[config.mk]
export PLATFORM = sky130hd
export DESIGN_NAME = dsi_init_sequencer
export DESIGN_NICKNAME = d
export VERILOG_FILES = /design/src/core/dsi_pkg.sv /design/src/core/dsi_spi_master.sv /design/src/core/dsi_init_sequencer.sv
export SDC_FILE = /design/constraint.sdc
export NUM_CORES = 1
export LEC_CHECK = 0
export BUFFER_PORTS_ARGS = -buffer_cell sky130_fd_sc_hd__buf_2
export CORE_ASPECT_RATIO = 0.5
export CORE_MARGIN = 2
export CORE_UTILIZATION = 40
export DETAILED_ROUTE_END_ITERATION = 6
export MAX_ROUTING_LAYER = met4
export SETUP_SLACK_MARGIN = 0.15
export SLEW_MARGIN = 40
export SYNTH_ARGS = -nofsm -noshare
export SYNTH_HDL_FRONTEND = slang
export SYNTH_HIERARCHICAL = 1
export SYNTH_SLANG_ARGS = --single-unit
export TNS_END_PERCENT = 5
[constraint.sdc]
create_clock -name aclk -period 3.17 [get_ports aclk]
set_input_delay 0.951 -clock aclk [delete_from_list [all_inputs] [get_ports aclk]]
set_output_delay 0.951 -clock aclk [all_outputs]
set_load 0.01 [all_outputs]
[src/core/dsi_pkg.sv]
package dsi_pkg;
   // ---------------------------------------------------------------
   // Register map of the controller (AXI4-Lite byte addresses)
   // ---------------------------------------------------------------
   localparam logic [7:0] A_CTRL = 8'h00;
   localparam logic [7:0] A_STATUS = 8'h04;
   localparam logic [7:0] A_IRQ_STAT = 8'h08;
   localparam logic [7:0] A_IRQ_MASK = 8'h0C;
   localparam int CTRL_START = 0;
   localparam int CTRL_SKIP = 1;
   localparam int IRQ_LOCK = 0;
   localparam int IRQ_FAIL = 1;
   localparam logic [1:0] MASK_RESET = 2'h0;
   localparam logic [1:0] RESP_OKAY = 2'h0;
   localparam logic [1:0] RESP_SLVERR = 2'h2;
   // ---------------------------------------------------------------
   // Converter serial-port map and start-up values
   // ---------------------------------------------------------------
   localparam logic [7:0] D_SPORT_CFG = 8'h00;
   localparam logic [7:0] D_CLK_CM_A = 8'h22;
   localparam logic [7:0] D_CLK_CM_B = 8'h23;
   localparam logic [7:0] D_PHC_CFG_A = 8'h24;
   localparam logic [7:0] D_PHC_CFG_B = 8'h25;
   localparam logic [7:0] D_PHC_RUN = 8'h26;
   localparam logic [7:0] D_PHC_LOCK = 8'h2A;
   localparam logic [7:0] V_SPORT_MSB4 = 8'h00;
   localparam logic [7:0] V_SOFT_RESET = 8'h20;
   localparam logic [7:0] V_CLK_CM = 8'h0F;
   localparam logic [7:0] V_PHC_A = 8'h30;
   localparam logic [7:0] V_PHC_B = 8'h80;
   localparam logic [7:0] V_PHC_TRACK = 8'h03;
   localparam logic [7:0] V_LOCKED = 8'h01;
   // ---------------------------------------------------------------
   // Sequence steps, attempts and timing
   // ---------------------------------------------------------------
   localparam logic [3:0] ST_FIRST = 4'h0;
   localparam logic [3:0] ST_RESET = 4'h1;
   localparam logic [3:0] ST_CLK_CM = 4'h3;
   localparam logic [3:0] ST_PHC_CFG = 4'h5;
   localparam logic [3:0] ST_TRACK = 4'h7;
   localparam logic [3:0] ST_READ = 4'h8;
   localparam logic [1:0] MAX_ATTEMPTS = 2'h3;
   localparam int LOCK_WAIT_PERIODS = 163840;
   localparam logic [3:0] DATA_CLK_DIV = 4'h4;
   localparam logic [3:0] SPI_HALF = 4'h4;
   localparam logic [4:0] SPI_BITS = 5'h18;

   typedef struct packed {
      logic rd;
      logic [7:0] addr;
      logic [7:0] data;
   } dsi_spi_req_t;
endpackage : dsi_pkg

[src/core/dsi_spi_master.sv]
`timescale 1ns/1ps
`default_nettype none
module dsi_spi_master (
   input wire logic aclk,
   input wire logic aresetn,
   input wire dsi_pkg::dsi_spi_req_t req,
   input wire logic start,
   output logic ready,
   output logic done,
   output logic [7:0] rdata,
   output logic spi_sclk,
   output logic spi_cs_n,
   output logic spi_mosi,
   input wire logic spi_miso
);
   import dsi_pkg::*;

   typedef enum logic [1:0] {SP_IDLE, SP_LOW, SP_HIGH, SP_END} dsi_sp_t;
   dsi_sp_t st_reg, st_next;
   logic [23:0] sh_reg, sh_next;
   logic [7:0] rx_reg, rx_next, rdata_next;
   logic [3:0] div_reg, div_next;
   logic [4:0] bit_reg, bit_next;
   logic sclk_next, cs_n_next, mosi_next, done_next;

   assign ready = (st_reg == SP_IDLE);

   // Mode 0: data moves on the falling edge and is sampled on the rising
   // one; a read sends the same 24-bit frame and keeps the last 8 bits.
   always_comb begin
      st_next = st_reg;
      sh_next = sh_reg;
      rx_next = rx_reg;
      div_next = div_reg;
      bit_next = bit_reg;
      sclk_next = spi_sclk;
      cs_n_next = spi_cs_n;
      mosi_next = spi_mosi;
      rdata_next = rdata;
      done_next = 1'b0;
      case (st_reg)
         SP_IDLE: begin
            if (start) begin
               sh_next = {req.rd, 2'h0, 5'h00, req.addr, req.data};
               mosi_next = req.rd;
               cs_n_next = 1'b0;
               div_next = 4'h0;
               bit_next = 5'h00;
               st_next = SP_LOW;
            end
         end
         SP_LOW: begin
            if (div_reg == SPI_HALF - 4'h1) begin
               div_next = 4'h0;
               sclk_next = 1'b1;
               rx_next = {rx_reg[6:0], spi_miso};
               st_next = SP_HIGH;
            end else begin
               div_next = div_reg + 4'h1;
            end
         end
         SP_HIGH: begin
            if (div_reg == SPI_HALF - 4'h1) begin
               div_next = 4'h0;
               sclk_next = 1'b0;
               if (bit_reg == SPI_BITS - 5'h01) begin
                  st_next = SP_END;
               end else begin
                  bit_next = bit_reg + 5'h01;
                  sh_next = {sh_reg[22:0], 1'b0};
                  mosi_next = sh_reg[22];
                  st_next = SP_LOW;
               end
            end else begin
               div_next = div_reg + 4'h1;
            end
         end
         SP_END: begin
            cs_n_next = 1'b1;
            mosi_next = 1'b0;
            rdata_next = rx_reg;
            done_next = 1'b1;
            st_next = SP_IDLE;
         end
         default: st_next = SP_IDLE;
      endcase
   end

   always_ff @(posedge aclk) begin
      if (!aresetn) begin
         st_reg <= SP_IDLE;
         sh_reg <= 24'h000000;
         rx_reg <= 8'h00;
         div_reg <= 4'h0;
         bit_reg <= 5'h00;
         spi_sclk <= 1'b0;
         spi_cs_n <= 1'b1;
         spi_mosi <= 1'b0;
         rdata <= 8'h00;
         done <= 1'b0;
      end else begin
         st_reg <= st_next;
         sh_reg <= sh_next;
         rx_reg <= rx_next;
         div_reg <= div_next;
         bit_reg <= bit_next;
         spi_sclk <= sclk_next;
         spi_cs_n <= cs_n_next;
         spi_mosi <= mosi_next;
         rdata <= rdata_next;
         done <= done_next;
      end
   end
endmodule : dsi_spi_master
`default_nettype wire

[src/core/dsi_init_sequencer.sv]
`timescale 1ns/1ps
`default_nettype none
module dsi_init_sequencer #(
   parameter int LOCK_WAIT = dsi_pkg::LOCK_WAIT_PERIODS
) (
   input wire logic aclk,
   input wire logic aresetn,
   input wire logic [7:0] s_axi_awaddr,
   input wire logic [2:0] s_axi_awprot,
   input wire logic s_axi_awvalid,
   output logic s_axi_awready,
   input wire logic [31:0] s_axi_wdata,
   input wire logic [3:0] s_axi_wstrb,
   input wire logic s_axi_wvalid,
   output logic s_axi_wready,
   output logic [1:0] s_axi_bresp,
   output logic s_axi_bvalid,
   input wire logic s_axi_bready,
   input wire logic [7:0] s_axi_araddr,
   input wire logic [2:0] s_axi_arprot,
   input wire logic s_axi_arvalid,
   output logic s_axi_arready,
   output logic [31:0] s_axi_rdata,
   output logic [1:0] s_axi_rresp,
   output logic s_axi_rvalid,
   input wire logic s_axi_rready,
   output logic irq,
   output logic spi_sclk,
   output logic spi_cs_n,
   output logic spi_mosi,
   input wire logic spi_miso
);
   import dsi_pkg::*;

   // ---------------------------------------------------------------
   // Register slave
   // ---------------------------------------------------------------
   logic aw_have_reg, aw_have_next, w_have_reg, w_have_next;
   logic [7:0] awaddr_reg, awaddr_next;
   logic [31:0] wdata_reg, wdata_next, rdata_next;
   logic [3:0] wstrb_reg, wstrb_next;
   logic bvalid_next, rvalid_next;
   logic [1:0] bresp_next, rresp_next;
   logic skip_reg, skip_next;
   logic [1:0] mask_reg, mask_next, istat_reg, istat_next;
   logic wr_en, start_pulse, lock_evt, fail_evt;
   logic busy_reg, locked_reg, failed_reg;
   logic [1:0] att_reg;
   logic [7:0] rb_reg;

   function automatic logic mapped(input logic [7:0] a);
      mapped = (a == A_CTRL) || (a == A_STATUS) ||
               (a == A_IRQ_STAT) || (a == A_IRQ_MASK);
   endfunction : mapped

   assign s_axi_awready = !aw_have_reg && !s_axi_bvalid;
   assign s_axi_wready = !w_have_reg && !s_axi_bvalid;
   assign s_axi_arready = !s_axi_rvalid;
   assign wr_en = aw_have_reg && w_have_reg && !s_axi_bvalid;
   assign start_pulse = wr_en && wstrb_reg[0] && awaddr_reg == A_CTRL &&
                        wdata_reg[CTRL_START] && !busy_reg;
   assign irq = |(istat_reg & mask_reg);

   always_comb begin
      aw_have_next = aw_have_reg;
      w_have_next = w_have_reg;
      awaddr_next = awaddr_reg;
      wdata_next = wdata_reg;
      wstrb_next = wstrb_reg;
      bvalid_next = s_axi_bvalid && !s_axi_bready;
      bresp_next = s_axi_bresp;
      rvalid_next = s_axi_rvalid && !s_axi_rready;
      rresp_next = s_axi_rresp;
      rdata_next = s_axi_rdata;
      skip_next = skip_reg;
      mask_next = mask_reg;
      istat_next = istat_reg;
      if (s_axi_awvalid && s_axi_awready) begin
         aw_have_next = 1'b1;
         awaddr_next = s_axi_awaddr;
      end
      if (s_axi_wvalid && s_axi_wready) begin
         w_have_next = 1'b1;
         wdata_next = s_axi_wdata;
         wstrb_next = s_axi_wstrb;
      end
      if (wr_en) begin
         aw_have_next = 1'b0;
         w_have_next = 1'b0;
         bvalid_next = 1'b1;
         bresp_next = mapped(awaddr_reg) ? RESP_OKAY : RESP_SLVERR;
         if (wstrb_reg[0]) begin
            case (awaddr_reg)
               A_CTRL: skip_next = wdata_reg[CTRL_SKIP];
               A_IRQ_STAT: istat_next = istat_reg & ~wdata_reg[1:0];
               A_IRQ_MASK: mask_next = wdata_reg[1:0];
               default: ;
            endcase
         end
      end
      // A lock or fail event in the clearing cycle still sets its bit.
      istat_next[IRQ_LOCK] = istat_next[IRQ_LOCK] | lock_evt;
      istat_next[IRQ_FAIL] = istat_next[IRQ_FAIL] | fail_evt;
      if (s_axi_arvalid && s_axi_arready) begin
         rvalid_next = 1'b1;
         rresp_next = mapped(s_axi_araddr) ? RESP_OKAY : RESP_SLVERR;
         case (s_axi_araddr)
            A_CTRL: rdata_next = {30'h0, skip_reg, 1'b0};
            A_STATUS: rdata_next = {16'h0, rb_reg, 2'h0, att_reg,
                                    1'b0, failed_reg, locked_reg, busy_reg};
            A_IRQ_STAT: rdata_next = {30'h0, istat_reg};
            A_IRQ_MASK: rdata_next = {30'h0, mask_reg};
            default: rdata_next = 32'h0;
         endcase
      end
   end

   always_ff @(posedge aclk) begin
      if (!aresetn) begin
         aw_have_reg <= 1'b0;
         w_have_reg <= 1'b0;
         awaddr_reg <= 8'h00;
         wdata_reg <= 32'h0;
         wstrb_reg <= 4'h0;
         s_axi_bvalid <= 1'b0;
         s_axi_bresp <= RESP_OKAY;
         s_axi_rvalid <= 1'b0;
         s_axi_rresp <= RESP_OKAY;
         s_axi_rdata <= 32'h0;
         skip_reg <= 1'b0;
         mask_reg <= MASK_RESET;
         istat_reg <= 2'h0;
      end else begin
         aw_have_reg <= aw_have_next;
         w_have_reg <= w_have_next;
         awaddr_reg <= awaddr_next;
         wdata_reg <= wdata_next;
         wstrb_reg <= wstrb_next;
         s_axi_bvalid <= bvalid_next;
         s_axi_bresp <= bresp_next;
         s_axi_rvalid <= rvalid_next;
         s_axi_rresp <= rresp_next;
         s_axi_rdata <= rdata_next;
         skip_reg <= skip_next;
         mask_reg <= mask_next;
         istat_reg <= istat_next;
      end
   end

   // ---------------------------------------------------------------
   // Start-up sequencer
   // ---------------------------------------------------------------
   typedef enum logic [1:0] {SQ_IDLE, SQ_ISSUE, SQ_XFER, SQ_WAIT} dsi_sq_t;
   dsi_sq_t sq_reg, sq_next;
   logic [3:0] step_reg, step_next, div_reg, div_next;
   logic [17:0] wait_reg, wait_next;
   logic [1:0] att_next;
   logic [7:0] rb_next;
   logic busy_next, locked_next, failed_next, tick;
   logic spi_start, spi_ready, spi_done;
   logic [7:0] spi_rdata;
   dsi_spi_req_t req;

   // Only the clock common-mode and the phase controller are brought up; the data receiver and the
   // alignment controller are left to software once lock is reported.
   function automatic dsi_spi_req_t step_req(input logic [3:0] s);
      case (s)
         4'h0: step_req = '{1'b0, D_SPORT_CFG, V_SPORT_MSB4};
         4'h1: step_req = '{1'b0, D_SPORT_CFG, V_SOFT_RESET};
         4'h2: step_req = '{1'b0, D_SPORT_CFG, V_SPORT_MSB4};
         4'h3: step_req = '{1'b0, D_CLK_CM_A, V_CLK_CM};
         4'h4: step_req = '{1'b0, D_CLK_CM_B, V_CLK_CM};
         4'h5: step_req = '{1'b0, D_PHC_CFG_A, V_PHC_A};
         4'h6: step_req = '{1'b0, D_PHC_CFG_B, V_PHC_B};
         4'h7: step_req = '{1'b0, D_PHC_RUN, V_PHC_TRACK};
         default: step_req = '{1'b1, D_PHC_LOCK, 8'h00};
      endcase
   endfunction : step_req

   assign req = step_req(step_reg);
   assign spi_start = (sq_reg == SQ_ISSUE) && spi_ready;
   assign tick = (div_reg == DATA_CLK_DIV - 4'h1);
   assign div_next = tick ? 4'h0 : div_reg + 4'h1;

   always_comb begin
      sq_next = sq_reg;
      step_next = step_reg;
      wait_next = wait_reg;
      att_next = att_reg;
      rb_next = rb_reg;
      busy_next = busy_reg;
      locked_next = locked_reg;
      failed_next = failed_reg;
      lock_evt = 1'b0;
      fail_evt = 1'b0;
      case (sq_reg)
         SQ_IDLE: begin
            if (start_pulse) begin
               step_next = ST_FIRST;
               att_next = 2'h1;
               busy_next = 1'b1;
               locked_next = 1'b0;
               failed_next = 1'b0;
               sq_next = SQ_ISSUE;
            end
         end
         SQ_ISSUE: if (spi_ready) sq_next = SQ_XFER;
         SQ_XFER: begin
            if (spi_done) begin
               sq_next = SQ_ISSUE;
               if (step_reg == ST_READ) begin
                  rb_next = spi_rdata;
                  if (spi_rdata == V_LOCKED) begin
                     locked_next = 1'b1;
                     busy_next = 1'b0;
                     lock_evt = 1'b1;
                     sq_next = SQ_IDLE;
                  end else if (att_reg == MAX_ATTEMPTS) begin
                     failed_next = 1'b1;
                     busy_next = 1'b0;
                     fail_evt = 1'b1;
                     sq_next = SQ_IDLE;
                  end else begin
                     att_next = att_reg + 2'h1;
                     step_next = ST_PHC_CFG;
                  end
               end else if (step_reg == ST_TRACK) begin
                  wait_next = 18'h0;
                  sq_next = SQ_WAIT;
               end else if (step_reg == ST_FIRST && skip_reg) begin
                  step_next = ST_CLK_CM;
               end else begin
                  step_next = step_reg + 4'h1;
               end
            end
         end
         SQ_WAIT: begin
            if (tick) begin
               // One extra tick covers the partial first data period.
               if (wait_reg == 18'(LOCK_WAIT)) begin
                  step_next = ST_READ;
                  sq_next = SQ_ISSUE;
               end else begin
                  wait_next = wait_reg + 18'h1;
               end
            end
         end
         default: sq_next = SQ_IDLE;
      endcase
   end

   always_ff @(posedge aclk) begin
      if (!aresetn) begin
         sq_reg <= SQ_IDLE;
         step_reg <= 4'h0;
         div_reg <= 4'h0;
         wait_reg <= 18'h0;
         att_reg <= 2'h0;
         rb_reg <= 8'h00;
         busy_reg <= 1'b0;
         locked_reg <= 1'b0;
         failed_reg <= 1'b0;
      end else begin
         sq_reg <= sq_next;
         step_reg <= step_next;
         div_reg <= div_next;
         wait_reg <= wait_next;
         att_reg <= att_next;
         rb_reg <= rb_next;
         busy_reg <= busy_next;
         locked_reg <= locked_next;
         failed_reg <= failed_next;
      end
   end

   dsi_spi_master u_spi (
      .aclk(aclk),
      .aresetn(aresetn),
      .req(req),
      .start(spi_start),
      .ready(spi_ready),
      .done(spi_done),
      .rdata(spi_rdata),
      .spi_sclk(spi_sclk),
      .spi_cs_n(spi_cs_n),
      .spi_mosi(spi_mosi),
      .spi_miso(spi_miso)
   );

   dsi_spi_req_t last_reg;
   logic [17:0] since_reg;
   always_ff @(posedge aclk) begin
      if (!aresetn) begin
         last_reg <= '0;
         since_reg <= 18'h0;
      end else begin
         if (spi_start) last_reg <= req;
         if (spi_start && req.addr == D_PHC_RUN) since_reg <= 18'h0;
         else if (tick && since_reg != 18'h3FFFF) since_reg <= since_reg + 18'h1;
      end
   end
endmodule : dsi_init_sequencer
`default_nettype wire

==> impl_metrics.ini, run 1 <==
[route]
drtIter0Drc = 286
postRouteWirelength_microns = 13300
wl_per_cell_microns = 13.3
drc = 0
antenna_left = 0
routed_via_density = 5.03
firstDrtPassIters = 4
via_count = 5014

[pwr]
p_per_area_nw_per_um2 = 654
power.leakage_uw = 0.00285
p_total_uw = 4940
peakVddDrop_mv = 0.318

[clocking]
cts-hold-fix-buffers = 0
clk_latency_ns = 0.41
ctsResizeCount = 0
cts_buffers = 17
cts.path.max_buffers = 2
clkSinkCount = 138
root_buffer = clkbuf_16
cts_tree = done
htree_levels = 4
clk_pin_slew_ns = 0.06
post_cts_buffers = 0

[timing]
fin_crit_ns = 2.70
hold_viol_final = 0
rsz0062_at_grt = no
timing.hold.ws_ns = 0.451
finalMaxSlewViolations = 0
fin_tns_setup_ns = 0
fin_skew_ns = 0.0117
fmax_ghz = 0.370
max_slew.worst_pin.slew_ns = 0.706
fin_crit_sh_pct = 85.2
setup_violations = 0
slew-limit-headroom_pct = 52.9

[grt]
grt_usage_pct = 17.1
grt_max_degree = 86
grt_pass1_vias = 4884
grt_pass1_wl_microns = 23200
grt_overflow = 0
antenna_found_initial = 0

[place]
numPlacedInstances = 964
place_congestion = 0.773
io_buffers = 50
place_area_sq_um = 6910
dp_hpwl_microns = 8760

[synth]
synth_area_sq_um = 6540
synthTopCellsByCount = dfxtp_1 (138), nand2_1 (98), a21oi_1 (41), nor2_1 (38), mux2i_1 (36)
yosysTopAreaCell = dfxtp_1
synth_top_area_share_pct = 42.3
ys_ff_latch = 138
yosysMostFrequentCell = dfxtp_1
yosysUniqueCellTypes = 74
synth_top_cells_by_area = dfxtp_1 (42%), nand2_1 (5.6%), mux2i_1 (5.5%)
yosysSeqAreaShare_pct = 42.3
yosys_warnings = 6
synth_edf_count = 0
ys.flop_type = dfxtp_1
synth_cells = 715
syn_avg_cell_area_sq_um = 9.14
synthArstFlopShare_pct = 0

[hold_path]
min_path_type = flip-flop to flip-flop
min_from = div_reg[0]
holdPathStages = 1
holdPathEnd = div_reg[0]

[worst_setup_path]
critPathLaunchType = flip-flop
cpMaxStageDelayCell = nor4_1
critical_path_class = flip-flop to flip-flop
reg2regPathDepth = 8
slowest_delay_ns = 0.47
critical_path_required_ns = 3.47
crit_path_cell_trace = nor4_1 -> and4b_1 -> a21boi_2 -> nand4bb_1 -> mux2i_1 -> inv_1 -> ha_1 -> mux2_2
worstSetupEndpointType = flip-flop
r2r-start = awaddr_reg[4]
regToRegSetupSlack_ns = 0.47
crit_arrival_ns = 3.00
path_max_fanout = 7

[floorplanning]
start_util_pct = 41.6
core_sq_um = 15700
ios = 111
die_h_microns = 94.4
dieArea_sq_um = 17400
rows = 32
fp.dieW_microns = 185

[finish]
finalInstanceArea_sq_um = 7550
final_nets = 849
layout.cells.non_filler = 996
area_growth_pct = 15.6
nFillCells = 1506
largest_reg_flops = 23
drive_gt1_share_pct = 16.6
diodes = 0

[run_status]
outcome = completed

[job]
cap_violations = 0
## power by group
| group | leakage (uW) | total, uW | switching [uW] | internal (uW) |
|---|---|---|---|---|
| registers | 0.00112 | 1960 | 89.6 | 1880 |
| clock network | 0.000299 | 2130 | 748 | 1380 |
| logic | 0.00143 | 842 | 510 | 332 |
| total | 0.00285 | 4940 | 1350 | 3590 |
## worst max path at each step
stage	start	to	slack, ns
floorplan	s_axi_araddr[5]	s_axi_rdata[10]	0.57
global placement	s_axi_araddr[5]	s_axi_rdata[10]	0.42
detailed placement	s_axi_araddr[5]	s_axi_rdata[14]	0.40
CTS	awaddr_reg[4]	flip-flop	0.44
global route	awaddr_reg[4]	flip-flop	0.28
finish	awaddr_reg[4]	flip-flop	0.47
## worst max-delay path: cells and delay by family, from the launching register on
family	cells	cell delay (ns)
compound gates	1	0.14
mux	2	0.59
simple gates	3	1.23
flops	1	0.31
buf+inv	1	0.12
fa+ha+maj	1	0.19
## cells by family after synthesis
family | count (synthesis) | share of synthesized area (%)
compound gates | 145 | 16.1
xor+xnor | 16 | 2.14
fa+ha+maj | 21 | 4.02
buf+inv | 75 | 6.32
flops | 138 | 42.3
mux | 40 | 6.55
other cells | 1 | 0.0574
simple gates | 279 | 22.6
## layout by cell type, fill, tap and decap left out, types with 4 or more instances in the layout
| master | synthesis | routed |
|---|---|---|
| mux2i_1 | 36 | 36 |
| nor2_1 | 38 | 38 |
| clkbuf_16 | 0 | 17 |
| nor2b_1 | 34 | 34 |
| ha_1 | 21 | 21 |
| and3_1 | 7 | 7 |
| inv_1 | 16 | 16 |
| xnor2_1 | 5 | 5 |
| a21oi_1 | 41 | 41 |
| nand4_1 | 6 | 6 |
| nand2b_1 | 12 | 12 |
| nor3_1 | 5 | 5 |
| a211oi_2 | 9 | 9 |
| nor4_1 | 4 | 4 |
| a211oi_1 | 9 | 9 |
| conb_1 | 1 | 25 |
| a22oi_1 | 12 | 12 |
| buf_4 | 24 | 12 |
| buf_2 | 6 | 50 |
| nor3b_1 | 4 | 4 |
| and2_1 | 14 | 13 |
| a21boi_0 | 23 | 23 |
| dfxtp_1 | 138 | 138 |
| nand2_1 | 98 | 98 |
| o22ai_1 | 10 | 10 |
| nand3_1 | 22 | 22 |
| xor2_1 | 11 | 11 |
| o21ai_0 | 10 | 10 |
| nand3b_1 | 4 | 4 |
| bufinv_16 | 0 | 4 |
| or2_2 | 4 | 4 |
| and4_1 | 4 | 4 |
| nor4b_1 | 4 | 4 |
| clkinvlp_4 | 0 | 4 |
## through the flow
stage               setup slack, ns  utilization [%]
finish                        0.468             48.1
global route                  0.276             48.1
CTS                           0.441             48.1
detailed placement            0.401             44.1
global placement              0.422             44.0
floorplan                     0.572                -
## final cells by class
cell class	instances	area, sq um	area share, %
inverters	16	60.1	0.795
flip-flops and latches	138	2760	36.6
clock inverters	10	164	2.17
repair buffers	63	360	4.77
well taps	221	277	3.66
multi-input cells	526	3450	45.7
clock buffers	22	474	6.28
## routing by layer
layer	up-vias	global-route usage [%]	part of all wire, %
met5	-	-	0
met4	0	6.48	1.2
met3	17	3.01	3.8
met2	106	26.6	43
met1	2329	22.3	52
li1	2562	-	-
No activity file was read; power rests on OpenSTA's default activity.
==> inputs of run 2 (changes only) <==
--- a/config.mk
+++ b/config.mk
@@ -5,7 +5,7 @@
 export SDC_FILE = /design/constraint.sdc
 export NUM_CORES = 1
 export LEC_CHECK = 0
-export BUFFER_PORTS_ARGS = -buffer_cell sky130_fd_sc_hd__buf_2
+export BUFFER_PORTS_ARGS = -buffer_cell sky130_fd_sc_hd__clkbuf_2
 export CORE_ASPECT_RATIO = 0.5
 export CORE_MARGIN = 2
 export CORE_UTILIZATION = 40
==> constraint.sdc (replaced) <==
create_clock -name aclk -period 3.17 [get_ports aclk]
set_input_delay 0.634 -clock aclk [delete_from_list [all_inputs] [get_ports aclk]]
set_output_delay 0.634 -clock aclk [all_outputs]
set_load 0.01 [all_outputs]
==> run 2 against run 1 <==
Effect of this change: clock power is essentially flat; largest power group unchanged; register-to-register slack gained 0.04 ns; wire length fell by 2.3%.
==> impl_metrics.ini, run 2 (same netlist as run 1, synthesis figures left out) <==
[clocking]
root_buffer = clkbuf_16
cts.path.max_buffers = 2
post_cts_buffers = 0
cts_buffers = 17
cts_tree = done
ctsResizeCount = 0
cts-hold-fix-buffers = 0
clkSinkCount = 138
htree_levels = 4
clk_pin_slew_ns = 0.06
clk_latency_ns = 0.42

[pwr]
combPwrFrac_pct = 16.8
p_per_area_nw_per_um2 = 658
internal-power_uw = 3620
peakVddDrop_mv = 0.301
seqPwrFrac_pct = 39.7
swShare_pct = 27.0
switching_power_uw = 1340
power.clock.fraction_pct = 43.5
p_total_uw = 4960
power.leakage_uw = 0.00284

[worst_setup_path]
path_max_fanout = 7
critical_path_class = flip-flop to flip-flop
crit_arrival_ns = 2.97
critical_path_required_ns = 3.47
regToRegSetupSlack_ns = 0.50
reg2regPathDepth = 8
critPathLaunchType = flip-flop
r2r-start = awaddr_reg[4]
worstSetupEndpointType = flip-flop

[route]
routed_via_density = 5.04
wl_per_cell_microns = 13.1
drc = 0
postRouteWirelength_microns = 13000
firstDrtPassIters = 5
via_count = 5019
antenna_left = 0
drtIter0Drc = 306

[finish]
final_nets = 848
nFillCells = 1500
diodes = 0
final_common_cell = dfxtp_1
layout_common_cells = dfxtp_1 (138), nand2_1 (98), clkbuf_2 (50), a21oi_1 (41), nor2_1 (38)
drive_gt1_share_pct = 16.3
largest_reg_flops = 23
area_growth_pct = 15.5

[timing]
fin_tns_setup_ns = 0
finalMaxSlewViolations = 0
hold_viol_final = 0
setup_violations = 0
rsz0062_at_grt = no
fin_crit_ns = 2.67
timing.hold.ws_ns = 0.430
max_slew.worst_pin.slew_ns = 0.734
fin_skew_ns = 0.00794
fin_crit_sh_pct = 84.1
fmax_ghz = 0.375
slew-limit-headroom_pct = 51.0
finalWorstSetupSlack_ns = 0.505

[hold_path]
min_from = spi_miso
holdPathEnd = u_spi/rx_reg[0]
holdPathStages = 3
min_path_type = primary input to flip-flop

[grt]
grt_overflow = 0
antenna_found_initial = 0
grt_pass1_vias = 4672
grt_pass1_wl_microns = 22300
grt_max_degree = 86
grt_usage_pct = 16.5

[place]
io_buffers = 50
place_ws_ns = 0.445
place_congestion = 0.773
dp_hpwl_microns = 8700

[run_status]
outcome = completed

[job]
cap_violations = 0

[floorplanning]
ios = 111
rows = 32
dieArea_sq_um = 17400
core_sq_um = 15700
start_util_pct = 41.6
die_h_microns = 94.4
fp.dieW_microns = 185
## run 2: changes by cell type in the layout (fill, tap and decap cells not counted), sizes merged
cell / delta
buf: -51
clkinv: +2
bufinv: +1
clkinvlp: -2
clkbuf: +49
## run 2: through the flow
step / util, % / instance area [sq um] / cells
global placement: 44.0 / 6900 / 963
CTS: 48.1 / 7550 / 995
floorplan: - / 6630 / 739
finish: 48.1 / 7550 / 995
detailed placement: 44.0 / 6900 / 963
global route: 48.1 / 7550 / 995
## run 2: per-layer routing
metal	GRT usage (%)	vias to the layer above	routed length [microns]
met5	-	-	0
met4	5.82	0	135
met3	3.70	12	618
met2	24.7	109	5510
met1	22.0	2343	6730
li1	-	2555	-
## run 2: final cells by class
| class | instances | area, sq um | share of cell area [%] |
|---|---|---|---|
| inverters | 16 | 60.1 | 0.796 |
| clock buffers | 21 | 450 | 5.97 |
| clock inverters | 11 | 193 | 2.55 |
| repair buffers | 62 | 353 | 4.68 |
| well taps | 221 | 277 | 3.66 |
| multi-input cells | 526 | 3450 | 45.7 |
| flip-flops and latches | 138 | 2760 | 36.6 |
## run 2: critical path, stage by stage, from the launching register on
cell       delay (ns)
dfxtp_1          0.31
nor4_1           0.46
and4b_1          0.36
a21boi_2         0.15
nand4bb_1        0.38
mux2i_1          0.34
inv_1            0.10
ha_1             0.20
mux2_2           0.25
## run 2: worst max-delay path by stage
stage	start	end	slack, ns	cells after the start
after floorplan	s_axi_bvalid	flip-flop	0.82	9
after global placement	awaddr_reg[4]	flip-flop	0.49	8
after detailed placement	awaddr_reg[4]	flip-flop	0.44	8
after CTS	awaddr_reg[4]	flip-flop	0.43	8
after global routing	awaddr_reg[4]	flip-flop	0.19	8
final	awaddr_reg[4]	flip-flop	0.50	8
## run 2: power by group through the flow
stage	logic (uW)	clock network [uW]	registers, uW
CTS	837	2210	1970
detailed placement	833	0	2000
global placement	813	0	2000
floorplan	754	0	1980
finish	833	2160	1970
global route	932	2300	1980
==> inputs of run 3 (changes only) <==
==> constraint.sdc (replaced) <==
create_clock -name aclk -period 2.45 [get_ports aclk]
set_input_delay 0.49 -clock aclk [delete_from_list [all_inputs] [get_ports aclk]]
set_output_delay 0.49 -clock aclk [all_outputs]
set_load 0.01 [all_outputs]
==> run 3 against run 2 <==
Effect of this change: flip-flop and latch count is the same; total power rose by 31%; register-to-register slack got worse by 0.41 ns; hold slack got worse by 0.13 ns; sequential power rose by 29%; largest cell class unchanged; sequential share of layout area down 1.9 points; die area is the same; clock power grew 29%; worst setup slack lost 0.41 ns; count of clock-buffer cells in the layout is the same; first-iteration DRC count shrank 18%.
==> impl_metrics.ini, run 3 (same netlist as run 1, synthesis figures left out) <==
[timing]
rsz0062_at_grt = yes
fin_crit_sh_pct = 96.1
fmax_ghz = 0.425
finalMaxSlewViolations = 0
fin_skew_ns = 0.0110
fin_crit_ns = 2.35
hold_viol_final = 0
setup_violations = 0

[pwr]
p_per_area_nw_per_um2 = 815
power.clock.fraction_pct = 42.9
peakVddDrop_mv = 0.518
swShare_pct = 27.3
switching_power_uw = 1780
internal-power_uw = 4730
power.leakage_uw = 0.00309
combPwrFrac_pct = 18.1
seqPwrFrac_pct = 39.1
p_total_uw = 6510

[worst_setup_path]
critical_path_buf_inv_count = 2
crit_arrival_ns = 2.65
critPathLaunchType = flip-flop
critPathTopFamily = simple AND/OR/NAND/NOR gates
cpMaxStageDelayCell = or4_4
worstSetupEndpointType = flip-flop
critical_path_required_ns = 2.75
path_max_fanout = 5
crit_path_cell_trace = or4_4 -> nor3_4 -> a41oi_2 -> nand4bb_1 -> buf_6 -> mux2i_2 -> buf_4 -> ha_2 -> mux2_2
slowest_delay_ns = 0.54
critical_path_class = flip-flop to flip-flop

[grt]
grt_pass1_wl_microns = 23800
grt_max_degree = 34
grt_usage_pct = 17.5
grt_pass1_vias = 5052
antenna_found_initial = 0
grt_overflow = 0

[place]
place_congestion = 0.779
io_buffers = 50
place_area_sq_um = 7250
dp_hpwl_microns = 9470

[route]
firstDrtPassIters = 4
drtIter0Drc = 251
wl_per_cell_microns = 13.5
drc = 0
via_count = 5263
antenna_left = 0
postRouteWirelength_microns = 14100
routed_via_density = 5.05

[floorplanning]
core_sq_um = 15700
start_util_pct = 41.6
dieArea_sq_um = 17400
die_h_microns = 94.4
fp.dieW_microns = 185
rows = 32
ios = 111

[clocking]
clk_pin_slew_ns = 0.06
clk_latency_ns = 0.41
htree_levels = 4
root_buffer = clkbuf_16
cts_tree = done
clkSinkCount = 138
cts-hold-fix-buffers = 0
cts_buffers = 17
cts.path.max_buffers = 2

[finish]
drive_gt1_share_pct = 23.3
diodes = 0
final_common_cell = dfxtp_1
layout_common_cells = dfxtp_1 (134), nand2_1 (98), buf_4 (57), clkbuf_2 (50), a21oi_1 (41)
area_growth_pct = 22.1
finalInstanceArea_sq_um = 7980
final_util_pct = 50.9
final_nets = 896
largest_reg_flops = 23

[job]
cap_violations = 0

[hold_path]
min_path_type = primary input to flip-flop

[run_status]
outcome = completed
[run 3: per-stage QoR]
stage,std cells,worst slack [ns],hold slack [ns],setup TNS [ns]
floorplan,739,0.156,0.418,0
global placement,1009,0.00996,0.434,0
detailed placement,1009,0.0111,0.441,0
CTS,1042,0.0200,0.286,0
global route,1042,-0.0294,0.304,-0.0329
finish,1042,0.0962,0.302,0
[run 3: final cells by class]
class | count | area [sq um]
Clock buffer | 21 | 480
Clock inverter | 10 | 164
Fill cell | 1468 | 7710
Inverter | 16 | 60.1
Multi-Input combinational cell | 526 | 3520
Sequential cell | 138 | 2770
Tap cell | 221 | 277
Timing Repair Buffer | 110 | 712
[run 3: path summary, 6_finish.rpt]
check             slack [ns]       startpoint             to  cells after the start
setup reg to reg         0.1      wait_reg[8]      flip-flop                      9
hold / removal          0.30  s_axi_awaddr[1]  awaddr_reg[1]                      3
setup / recovery         0.1      wait_reg[8]      flip-flop                      9
hold reg to reg         0.42       div_reg[0]     div_reg[0]                      1
[run 3: per-layer routing]
layer  track usage [%]  share of wire [%]
met1              23.1                 52
met2              26.9                 43
met3              3.74                4.0
met4              5.89               0.93
met5                 -                  0
[run 3: power groups by stage]
stage                     clock network [uW]  logic, uW  registers [uW]
after detailed placement                   0       1160            2590
after global routing                    2920       1290            2560
after CTS                               2840       1180            2540
final                                   2790       1170            2540
after floorplan                            0        979            2570
after global placement                     0       1130            2580
[run 3: timing repair]
action	in CTS	in global routing
pin swaps	3	4
endpoints found under the setup margin	7	19
resized for setup	8	12
setup buffers	2	0
[run 3: worst register-to-register path: cells and delay by family (launching register included)]
family                     cells  cell delay, ns
and+or+nand+nor                3            0.92
muxes                          2            0.40
DFF                            1            0.32
buffers and inverters          2            0.30
adders and majority gates      1            0.17
AOI/OAI and AO/OA              1            0.14
